## src/logic/acw_defines.vh

```
`ifndef ACW_DEFINES_VH
`define ACW_DEFINES_VH

// ----------------------------------------------------------------
// instance windows (16-bit word addresses)
// ----------------------------------------------------------------
`define ACW_BASE_FIRST     16'h6400
`define ACW_BASE_SECOND    16'h6420
`define ACW_WIN_MSB        15
`define ACW_WIN_LSB        5
`define ACW_OFF_W          5

// ----------------------------------------------------------------
// register word offsets inside a window
// ----------------------------------------------------------------
`define ACW_OFF_CTL        5'h00
`define ACW_OFF_STS        5'h02
`define ACW_OFF_DAC        5'h06

// ----------------------------------------------------------------
// comparator_control fields
// ----------------------------------------------------------------
`define ACW_CTL_SYNC_BIT   8
`define ACW_CTL_QUAL_MSB   7
`define ACW_CTL_QUAL_LSB   3
`define ACW_CTL_INV_BIT    2
`define ACW_CTL_SRC_BIT    1
`define ACW_CTL_EN_BIT     0
`define ACW_CTL_W          9
`define ACW_CTL_RST        9'h000

// ----------------------------------------------------------------
// reference_level and status fields
// ----------------------------------------------------------------
`define ACW_DAC_W          10
`define ACW_DAC_RST        10'h000
`define ACW_STS_BIT        0

// ----------------------------------------------------------------
// qualification counts (system clocks)
// ----------------------------------------------------------------
`define ACW_QUAL_W         5
`define ACW_QUAL_TOP       5'h0f
`define ACW_QUAL_TOP_RUN   5'h0f
`define ACW_RUN_MAX        5'h1f

`endif

```

## src/logic/acw_qual_chan.v

```verilog
`timescale 1ns/1ns
`default_nettype none
`include "acw_defines.vh"

module acw_qual_chan (
  // clock and reset
  input  wire                    clk_i,
  input  wire                    rst_n_i,
  // raw comparator output, asynchronous
  input  wire                    cmp_raw_i,
  // control
  input  wire                    enable_i,
  input  wire                    invert_i,
  input  wire [`ACW_QUAL_W-1:0]  qual_period_i,
  // qualified level, inverted when selected
  output reg                     qual_o
);

  // ----------------------------------------------------------------
  // run length needed for a change
  // ----------------------------------------------------------------
  function [`ACW_QUAL_W-1:0] run_needed;
    input [`ACW_QUAL_W-1:0] q;
    begin
      if (q == {`ACW_QUAL_W{1'b0}}) begin
        run_needed = 5'h01;
      end else if (q >= `ACW_QUAL_TOP) begin
        run_needed = `ACW_QUAL_TOP_RUN;
      end else begin
        run_needed = q + 5'h01;
      end
    end
  endfunction

  reg                    meta_r;
  reg                    sync_r;
  reg                    last_r;
  reg [`ACW_QUAL_W-1:0]  run_r;
  wire                   sample;
  wire [`ACW_QUAL_W-1:0] run_now;

  // two-flop synchroniser; first stage feeds only the second
  always @(posedge clk_i or negedge rst_n_i) begin
    if (!rst_n_i) begin
      meta_r <= 1'b0;
      sync_r <= 1'b0;
    end else begin
      meta_r <= cmp_raw_i;
      sync_r <= meta_r;
    end
  end

  // inversion applied to the synchronised level
  assign sample = sync_r ^ invert_i;

  // length of the current run, counting this clock
  assign run_now = (sample != last_r) ? 5'h01 :
                   (run_r == `ACW_RUN_MAX) ? `ACW_RUN_MAX : run_r + 5'h01;

  // qualifier runs only while the wrapper is enabled
  always @(posedge clk_i or negedge rst_n_i) begin
    if (!rst_n_i) begin
      last_r <= 1'b0;
      run_r  <= 5'h00;
      qual_o <= 1'b0;
    end else if (enable_i) begin
      last_r <= sample;
      run_r  <= run_now;
      if (run_now >= run_needed(qual_period_i)) begin
        qual_o <= sample;
      end
    end
  end

endmodule // acw_qual_chan

`default_nettype wire

```

## src/logic/acw_top.v

```verilog
`timescale 1ns/1ns
`default_nettype none
`include "acw_defines.vh"

module acw_top (
  // clock and reset
  input  wire         ref_clk_i,
  input  wire         resetn_i,
  // register port
  input  wire [15:0]  addr_i,
  input  wire [15:0]  wdata_i,
  input  wire         wr_i,
  input  wire         rd_i,
  output reg  [15:0]  rdata_o,
  // raw comparator outputs, one per instance
  input  wire [1:0]   cmp_raw_i,
  // forwarded comparator outputs
  output wire [1:0]   trip_o,
  output wire [1:0]   gpio_mux_o,
  // analog controls, one per instance
  output reg  [1:0]   power_en_o,
  output reg  [1:0]   inv_src_ext_o,
  output reg  [19:0]  dac_level_o
);

  // ----------------------------------------------------------------
  // reset release
  // ----------------------------------------------------------------
  reg rst_meta_r;
  reg rst_n_r;

  // asynchronous assert, two-flop release
  always @(posedge ref_clk_i or negedge resetn_i) begin
    if (!resetn_i) begin
      rst_meta_r <= 1'b0;
      rst_n_r    <= 1'b0;
    end else begin
      rst_meta_r <= 1'b1;
      rst_n_r    <= rst_meta_r;
    end
  end

  // ----------------------------------------------------------------
  // window constants
  // ----------------------------------------------------------------
  localparam [15:0] BASE_FIRST  = `ACW_BASE_FIRST;
  localparam [15:0] BASE_SECOND = `ACW_BASE_SECOND;
  localparam [1:0]  INST_FIRST  = 2'b00;
  localparam [1:0]  INST_SECOND = 2'b01;
  localparam [1:0]  INST_NONE   = 2'b11;

  // ----------------------------------------------------------------
  // address decode helpers
  // ----------------------------------------------------------------

  // instance whose window holds the address; none when outside both
  function [1:0] inst_of;
    input [15:0] a;
    begin
      if (a[`ACW_WIN_MSB:`ACW_WIN_LSB] == BASE_FIRST[`ACW_WIN_MSB:`ACW_WIN_LSB]) begin
        inst_of = INST_FIRST;
      end else if (a[`ACW_WIN_MSB:`ACW_WIN_LSB] == BASE_SECOND[`ACW_WIN_MSB:`ACW_WIN_LSB]) begin
        inst_of = INST_SECOND;
      end else begin
        inst_of = INST_NONE;
      end
    end
  endfunction

  // register offset inside a window
  function [`ACW_OFF_W-1:0] off_of;
    input [15:0] a;
    begin
      off_of = a[`ACW_OFF_W-1:0];
    end
  endfunction

  // true when the address selects the given register offset
  function off_is;
    input [15:0]           a;
    input [`ACW_OFF_W-1:0] o;
    begin
      off_is = (off_of(a) == o);
    end
  endfunction

  // ----------------------------------------------------------------
  // read views and output select
  // ----------------------------------------------------------------

  // control word as read: reserved upper bits read zero
  function [15:0] ctl_view;
    input [`ACW_CTL_W-1:0] c;
    begin
      ctl_view = {7'h00, c};
    end
  endfunction

  // status word as read: only bit 0 carries state
  function [15:0] sts_view;
    input s;
    begin
      sts_view = {15'h0000, s};
    end
  endfunction

  // level word as read: upper six bits read zero
  function [15:0] dac_view;
    input [`ACW_DAC_W-1:0] d;
    begin
      dac_view = {6'h00, d};
    end
  endfunction

  // forwarded level: async path is the pin itself, inverted when selected
  function fwd_sel;
    input sync_sel;
    input qual;
    input raw;
    input inv;
    begin
      fwd_sel = sync_sel ? qual : (raw ^ inv);
    end
  endfunction

  // ----------------------------------------------------------------
  // register storage
  // ----------------------------------------------------------------

  // register state
  reg  [`ACW_CTL_W-1:0] ctl_r  [0:1];
  reg  [`ACW_DAC_W-1:0] dac_r  [0:1];
  reg  [1:0]            sts_r;
  wire [1:0]            qual_w;

  // access decode
  wire [1:0]            wr_inst;
  wire [1:0]            hit;
  wire [`ACW_OFF_W-1:0] wr_off;

  // write enables
  wire                  wr_ctl_sel;
  wire                  wr_dac_sel;
  wire [1:0]            wr_ctl;
  wire [1:0]            wr_dac;

  // instance and offset of the current access
  assign hit     = inst_of(addr_i);
  assign wr_off  = off_of(addr_i);
  assign wr_inst = {wr_i && hit == INST_SECOND, wr_i && hit == INST_FIRST};

  // one write enable per register and instance; status and reserved words have none
  assign wr_ctl_sel = off_is(addr_i, `ACW_OFF_CTL);
  assign wr_dac_sel = off_is(addr_i, `ACW_OFF_DAC);
  assign wr_ctl     = wr_inst & {2{wr_ctl_sel}};
  assign wr_dac     = wr_inst & {2{wr_dac_sel}};

  // ----------------------------------------------------------------
  // control field views
  // ----------------------------------------------------------------
  wire [1:0]             en_w;
  wire [1:0]             inv_w;
  wire [1:0]             src_w;
  wire [1:0]             sync_w;

  // qualify periods, one field per instance
  wire [`ACW_QUAL_W-1:0] qual_first_w;
  wire [`ACW_QUAL_W-1:0] qual_second_w;

  // per-instance control bits, first instance in bit 0
  assign en_w          = {ctl_r[1][`ACW_CTL_EN_BIT],   ctl_r[0][`ACW_CTL_EN_BIT]};
  assign inv_w         = {ctl_r[1][`ACW_CTL_INV_BIT],  ctl_r[0][`ACW_CTL_INV_BIT]};
  assign src_w         = {ctl_r[1][`ACW_CTL_SRC_BIT],  ctl_r[0][`ACW_CTL_SRC_BIT]};
  assign sync_w        = {ctl_r[1][`ACW_CTL_SYNC_BIT], ctl_r[0][`ACW_CTL_SYNC_BIT]};

  // period fields feed the qualifiers unchanged
  assign qual_first_w  = ctl_r[0][`ACW_CTL_QUAL_MSB:`ACW_CTL_QUAL_LSB];
  assign qual_second_w = ctl_r[1][`ACW_CTL_QUAL_MSB:`ACW_CTL_QUAL_LSB];

  // ----------------------------------------------------------------
  // register writes
  // ----------------------------------------------------------------

  // control registers; reserved bits have no storage
  always @(posedge ref_clk_i or negedge rst_n_r) begin
    if (!rst_n_r) begin
      ctl_r[0] <= `ACW_CTL_RST;
      ctl_r[1] <= `ACW_CTL_RST;
    end else begin
      if (wr_ctl[0]) begin
        ctl_r[0] <= wdata_i[`ACW_CTL_W-1:0];
      end
      if (wr_ctl[1]) begin
        ctl_r[1] <= wdata_i[`ACW_CTL_W-1:0];
      end
    end
  end

  // level registers; bits above the converter width are dropped
  always @(posedge ref_clk_i or negedge rst_n_r) begin
    if (!rst_n_r) begin
      dac_r[0] <= `ACW_DAC_RST;
      dac_r[1] <= `ACW_DAC_RST;
    end else begin
      if (wr_dac[0]) begin
        dac_r[0] <= wdata_i[`ACW_DAC_W-1:0];
      end
      if (wr_dac[1]) begin
        dac_r[1] <= wdata_i[`ACW_DAC_W-1:0];
      end
    end
  end

  // ----------------------------------------------------------------
  // comparator channels
  // ----------------------------------------------------------------

  // first instance qualifier
  acw_qual_chan u_qual_first (
    .clk_i         (ref_clk_i),
    .rst_n_i       (rst_n_r),
    .cmp_raw_i     (cmp_raw_i[0]),
    .enable_i      (en_w[0]),
    .invert_i      (inv_w[0]),
    .qual_period_i (qual_first_w),
    .qual_o        (qual_w[0])
  );

  // second instance qualifier
  acw_qual_chan u_qual_second (
    .clk_i         (ref_clk_i),
    .rst_n_i       (rst_n_r),
    .cmp_raw_i     (cmp_raw_i[1]),
    .enable_i      (en_w[1]),
    .invert_i      (inv_w[1]),
    .qual_period_i (qual_second_w),
    .qual_o        (qual_w[1])
  );

  // selected level goes to trip logic and the output multiplexer alike
  assign trip_o[0]     = fwd_sel(sync_w[0], qual_w[0], cmp_raw_i[0], inv_w[0]);
  assign trip_o[1]     = fwd_sel(sync_w[1], qual_w[1], cmp_raw_i[1], inv_w[1]);
  assign gpio_mux_o[0] = trip_o[0];
  assign gpio_mux_o[1] = trip_o[1];

  // ----------------------------------------------------------------
  // status latch
  // ----------------------------------------------------------------

  // holds while the wrapper is disabled
  always @(posedge ref_clk_i or negedge rst_n_r) begin
    if (!rst_n_r) begin
      sts_r <= 2'b00;
    end else begin
      if (en_w[0]) begin
        sts_r[0] <= qual_w[0];
      end
      if (en_w[1]) begin
        sts_r[1] <= qual_w[1];
      end
    end
  end

  // ----------------------------------------------------------------
  // analog control outputs
  // ----------------------------------------------------------------

  // power enables follow the control bit one clock later
  always @(posedge ref_clk_i or negedge rst_n_r) begin
    if (!rst_n_r) begin
      power_en_o <= 2'b00;
    end else begin
      power_en_o <= en_w;
    end
  end

  // inverting-input source; 1 picks the external pin
  always @(posedge ref_clk_i or negedge rst_n_r) begin
    if (!rst_n_r) begin
      inv_src_ext_o <= 2'b00;
    end else begin
      inv_src_ext_o <= src_w;
    end
  end

  // both converter levels side by side, second instance on top
  always @(posedge ref_clk_i or negedge rst_n_r) begin
    if (!rst_n_r) begin
      dac_level_o <= 20'h00000;
    end else begin
      dac_level_o <= {dac_r[1], dac_r[0]};
    end
  end

  // ----------------------------------------------------------------
  // register reads
  // ----------------------------------------------------------------
  reg [15:0] rd_nxt;
  reg        rd_sel;

  // read mux; reserved offsets and unmapped addresses read zero
  always @* begin
    rd_nxt = 16'h0000;
    rd_sel = hit[0];
    if (hit != INST_NONE) begin
      case (wr_off)
        `ACW_OFF_CTL: rd_nxt = ctl_view(ctl_r[rd_sel]);
        `ACW_OFF_STS: rd_nxt = sts_view(sts_r[rd_sel]);
        `ACW_OFF_DAC: rd_nxt = dac_view(dac_r[rd_sel]);
        default:      rd_nxt = 16'h0000;
      endcase
    end
  end

  // read data stand for one cycle after the strobe
  always @(posedge ref_clk_i or negedge rst_n_r) begin
    if (!rst_n_r) begin
      rdata_o <= 16'h0000;
    end else if (rd_i) begin
      rdata_o <= rd_nxt;
    end else begin
      rdata_o <= 16'h0000;
    end
  end

endmodule // acw_top

`default_nettype wire

```

## config.mk

```make
export PLATFORM = sky130hd
export DESIGN_NAME = acw_top
export DESIGN_NICKNAME = d
export VERILOG_FILES = /design/src/logic/acw_qual_chan.v /design/src/logic/acw_top.v
export VERILOG_INCLUDE_DIRS = /design/src /design/src/logic
export SDC_FILE = /design/constraint.sdc
export NUM_CORES = 1
export LEC_CHECK = 0
export BUFFER_PORTS_ARGS = -buffer_cell sky130_fd_sc_hd__buf_4
export CORE_MARGIN = 2
export CORE_UTILIZATION = 50
export CTS_CLUSTER_SIZE = 24
export DETAILED_ROUTE_END_ITERATION = 16
export PLACE_DENSITY = 0.73
export SYNTH_ARGS = -nofsm -noshare
export SYNTH_HDL_FRONTEND = slang
export SYNTH_HIERARCHICAL = 1
export SYNTH_SLANG_ARGS = --single-unit
```

## constraint.sdc

```tcl
create_clock -name ref_clk_i -period 3.45 [get_ports ref_clk_i]
set_input_delay 0.345 -clock ref_clk_i [delete_from_list [all_inputs] [get_ports ref_clk_i]]
set_output_delay 0.345 -clock ref_clk_i [all_outputs]
set_load 0.01 [all_outputs]
```

==> metrics <==
die span in x ~100 microns; DIE AREA between 9000 and 10,000 sq um; Yosys reg bits 94; largest net degree at the start of global routing just under 80; via/cell ratio about 5.6; async set-or-reset flop fraction in the synthesized netlist between 90% and 100%; DRT iter0 DRCs 229; post-route ant nets 0; r2r setup slk about 0.77 ns; CTS sink cnt 94; drt total wl 9360 microns; placed wire-length estimate between 6000 and 7000 microns; layout cells sized above 1 34.0%; CTS tree done; Req. time, crit path 3.73 ns; Rel. slew slack between 30% and 40%; post-synthesis simple-gate area fraction 11.1%; Max Freq ~0.37 GHz; Wirelength per Cell 17.3 microns; power consumption approximately 1900 uW; Slew @ Worst Pin between 0.9 and 1 ns; Vias 3,049; initial core utilization between 50 and 60%; Unique masters post-synth 50; CP Launch Type register; Crit Path Max Fanout 5; # DRC 0; sequential fraction of the synthesis area between 50% and 60%; Max Cap Viol 0; clock-pin slew on the worst setup and hold paths ~0.09 ns; TNS Setup 0 ns; Clock Path Buffers 2; Root Buffer clkbuf_8; Overflow after GRT 0; count of pins over their slew limit 0; Post-Synth XOR/XNOR Area 3.10%; Slowest Stage Delay on Critical Path about 0.43 ns; post-synthesis adder-cell area fraction 5.17%; All-Layer GR Usage between 20% and 30%; final std cells w/o fill 540; Fin. Hold Viols 0; worst r2r src ctl_r[3]$_DFFE_PN0P_; arrival time worst endpoint 2.96 ns; # nets final between 400 and 500; Tmin final between 2 and 3 ns; vias in the first global route 3,149; Rows 34; Period Utilization, post-route 77.8%; I/O Pins 82; Most used DFF post-synth dfrtp_1; Hold Path Depth 1; WP depth 10; Core Box Area around 8600 sq um; reg2reg end u_qual_second/qual_o$_DFFE_PN0P_; worst clock skew approximately 0.0096 ns; initial antenna violation count 0; Leak Pwr 0.00257 uW; EDFF count, synth 0; Final Wtd Congestion about 0.82; Pwr Density ~380 nW/um^2; Ant. Diodes 0; CP most frequent cell ha_1; TritonCTS buffer count 9; Setup crit end kind register; later-pin clock latency in the skew report approximately 0.36 ns; Final setup viols 0; FF-to-FF path depth 10; CP max-delay cell dfrtp_1; Largest delay share family, worst path adder cells; Port-buffer cells 69; Mean Syn Cell Area between 10 and 15 sq um; Placed Instances between 500 and 600; largest family of logic cells by synthesized area multiplexers; post-synthesis compound-gate area fraction 10.4%; Critical Path Start ctl_r[3]$_DFFE_PN0P_; Area growth, synth to finish 18.1%; CP bufs+invs 0; first-pass GRT wire length ~16,000 microns; Peak VDD IR roughly 0.29 mV; synthesis warning total 6; Post-CTS Setup Bufs 0; crit path kind reg -> reg; RSZ-0062 raised after global routing false; status completed; mapped cell area between 4000 and 5000 sq um; Tightest Hold Check Type in -> reg; Die Y approximately 97 microns; 1st-pass router iterations 4; end of the critical path u_qual_second/qual_o$_DFFE_PN0P_; # H-tree levels 3; crit path cell chain ha_1 -> and3_1 -> ha_1 -> a211o_1 -> or3_1 -> ha_1 -> nor2b_1 -> o21ai_0 -> a41oi_1 -> mux2i_1; Hold Slack 0.105 ns; mux contribution to synthesized area 12.3%; cells after synthesis between 300 and 400
==> cells by family (layout without fill, tap and decap cells) <==
logic type,count (synthesis),count (layout)
XOR/XNOR,12,12
other,2,7
buffers and inverters,30,100
adder cells (fa/ha/maj),18,18
AO/OA/AOI/OAI,69,69
flip-flops,94,94
multiplexers,47,47
AND/OR/NAND/NOR,85,85
==> registers in the layout, summed over array words and instances (netlist names) <==
signal,cells
u_qual_first/meta_r,1
rst_meta_r,1
sts_r,2
u_qual_first/sync_r,1
u_qual_first/qual_o,1
u_qual_second/sync_r,1
dac_r,20
u_qual_first/run_r,5
inv_src_ext_o,2
rst_n_r,1
ctl_r,18
u_qual_second/run_r,5
rdata_o,10
u_qual_second/last_r,1
u_qual_second/meta_r,1
u_qual_first/last_r,1
u_qual_second/qual_o,1
dac_level_o,20
power_en_o,2
==> through the flow <==
stage          setup slack [ns]  area [sq um]  util [%]
2_1_floorplan             0.638          4380         -
3_3_place_gp              0.721          4940      57.5
3_5_place_dp              0.699          4940      57.5
4_1_cts                   0.764          5150      59.9
5_1_grt                   0.615          5150      59.9
6_report                  0.768          5150      59.9
==> cell usage after synthesis, types with 5 or more instances <==
cell type / instances / share of area, %
xnor2_1: 6 / 1.2
a21oi_1: 25 / 2.9
o21ai_0: 11 / 1.3
and3_1: 13 / 1.9
ha_1: 18 / 5.2
nor2_1: 12 / 1.0
nand3_1: 12 / 1.4
mux2_2: 41 / 11
buf_4: 11 / 1.9
dfrtp_1: 94 / 54
inv_1: 10 / 0.86
nand2_1: 17 / 1.5
clkbuf_1: 5 / 0.43
==> worst reg2reg max path, cell delays in order (launching register included) <==
cell and delay (ns):
dfrtp_1 0.43, ha_1 0.24, and3_1 0.18, ha_1 0.20
a211o_1 0.30, or3_1 0.32, ha_1 0.28, nor2b_1 0.10
o21ai_0 0.10, a41oi_1 0.25, mux2i_1 0.20
==> routing by layer <==
| layer | track usage, % | part of all wire (%) |
|---|---|---|
| met1 | 28.0 | 43 |
| met2 | 34.1 | 49 |
| met3 | 4.53 | 6.3 |
| met4 | 7.16 | 1.5 |
| met5 | 0 | 0 |
==> placed cells by master, fill, tap and decap left out, drive strengths merged, types with 7 or more instances in the layout <==
cell	synthesis	routed
nor2	14	14
xnor2	10	10
o21ai	15	15
nand3	12	12
a21oi	25	25
inv	10	10
and3	13	13
clkbuf	5	14
nand2	17	17
conb	2	7
mux2	45	45
buf	15	74
ha	18	18
dfrtp	94	94
==> how the worst min path moves through the flow <==
stage	startpoint	slack, ns	to
2_1_floorplan	resetn_i	0.05	rst_meta_r$_DFF_PN0_
3_5_place_dp	resetn_i	0.13	rst_meta_r$_DFF_PN0_
4_1_cts	cmp_raw_i[1]	0.1	u_qual_second/meta_r$_DFF_PN0_
3_3_place_gp	resetn_i	0.13	rst_meta_r$_DFF_PN0_
5_1_grt	cmp_raw_i[1]	0.08	u_qual_second/meta_r$_DFF_PN0_
6_report	cmp_raw_i[1]	0.11	u_qual_second/meta_r$_DFF_PN0_
==> power breakdown <==
group / internal (uW) / switching (uW) / leakage [uW] / total [uW]
registers: 1110 / 19.0 / 0.00129 / 1120
clock network: 372 / 357 / 0.0000968 / 729
logic: 38.8 / 41.1 / 0.00119 / 80.0
==> what timing repair did <==
| item | in CTS | in global routing |
|---|---|---|
| hold buffers | 1 | 0 |
| endpoints found under the hold margin | 2 | 0 |
| gates resized for setup | 0 | 0 |
==> layout make-up <==
class	instances	area [sq um]
clock buffers	14	163
fillers	725	3450
well taps	108	135
repair buffers	75	566
inverters	10	37.5
multi-input cells	238	1860
flip-flops and latches	94	2360
clock inverters	1	30.0
Note: power is estimated with default switching activity, not from simulation.
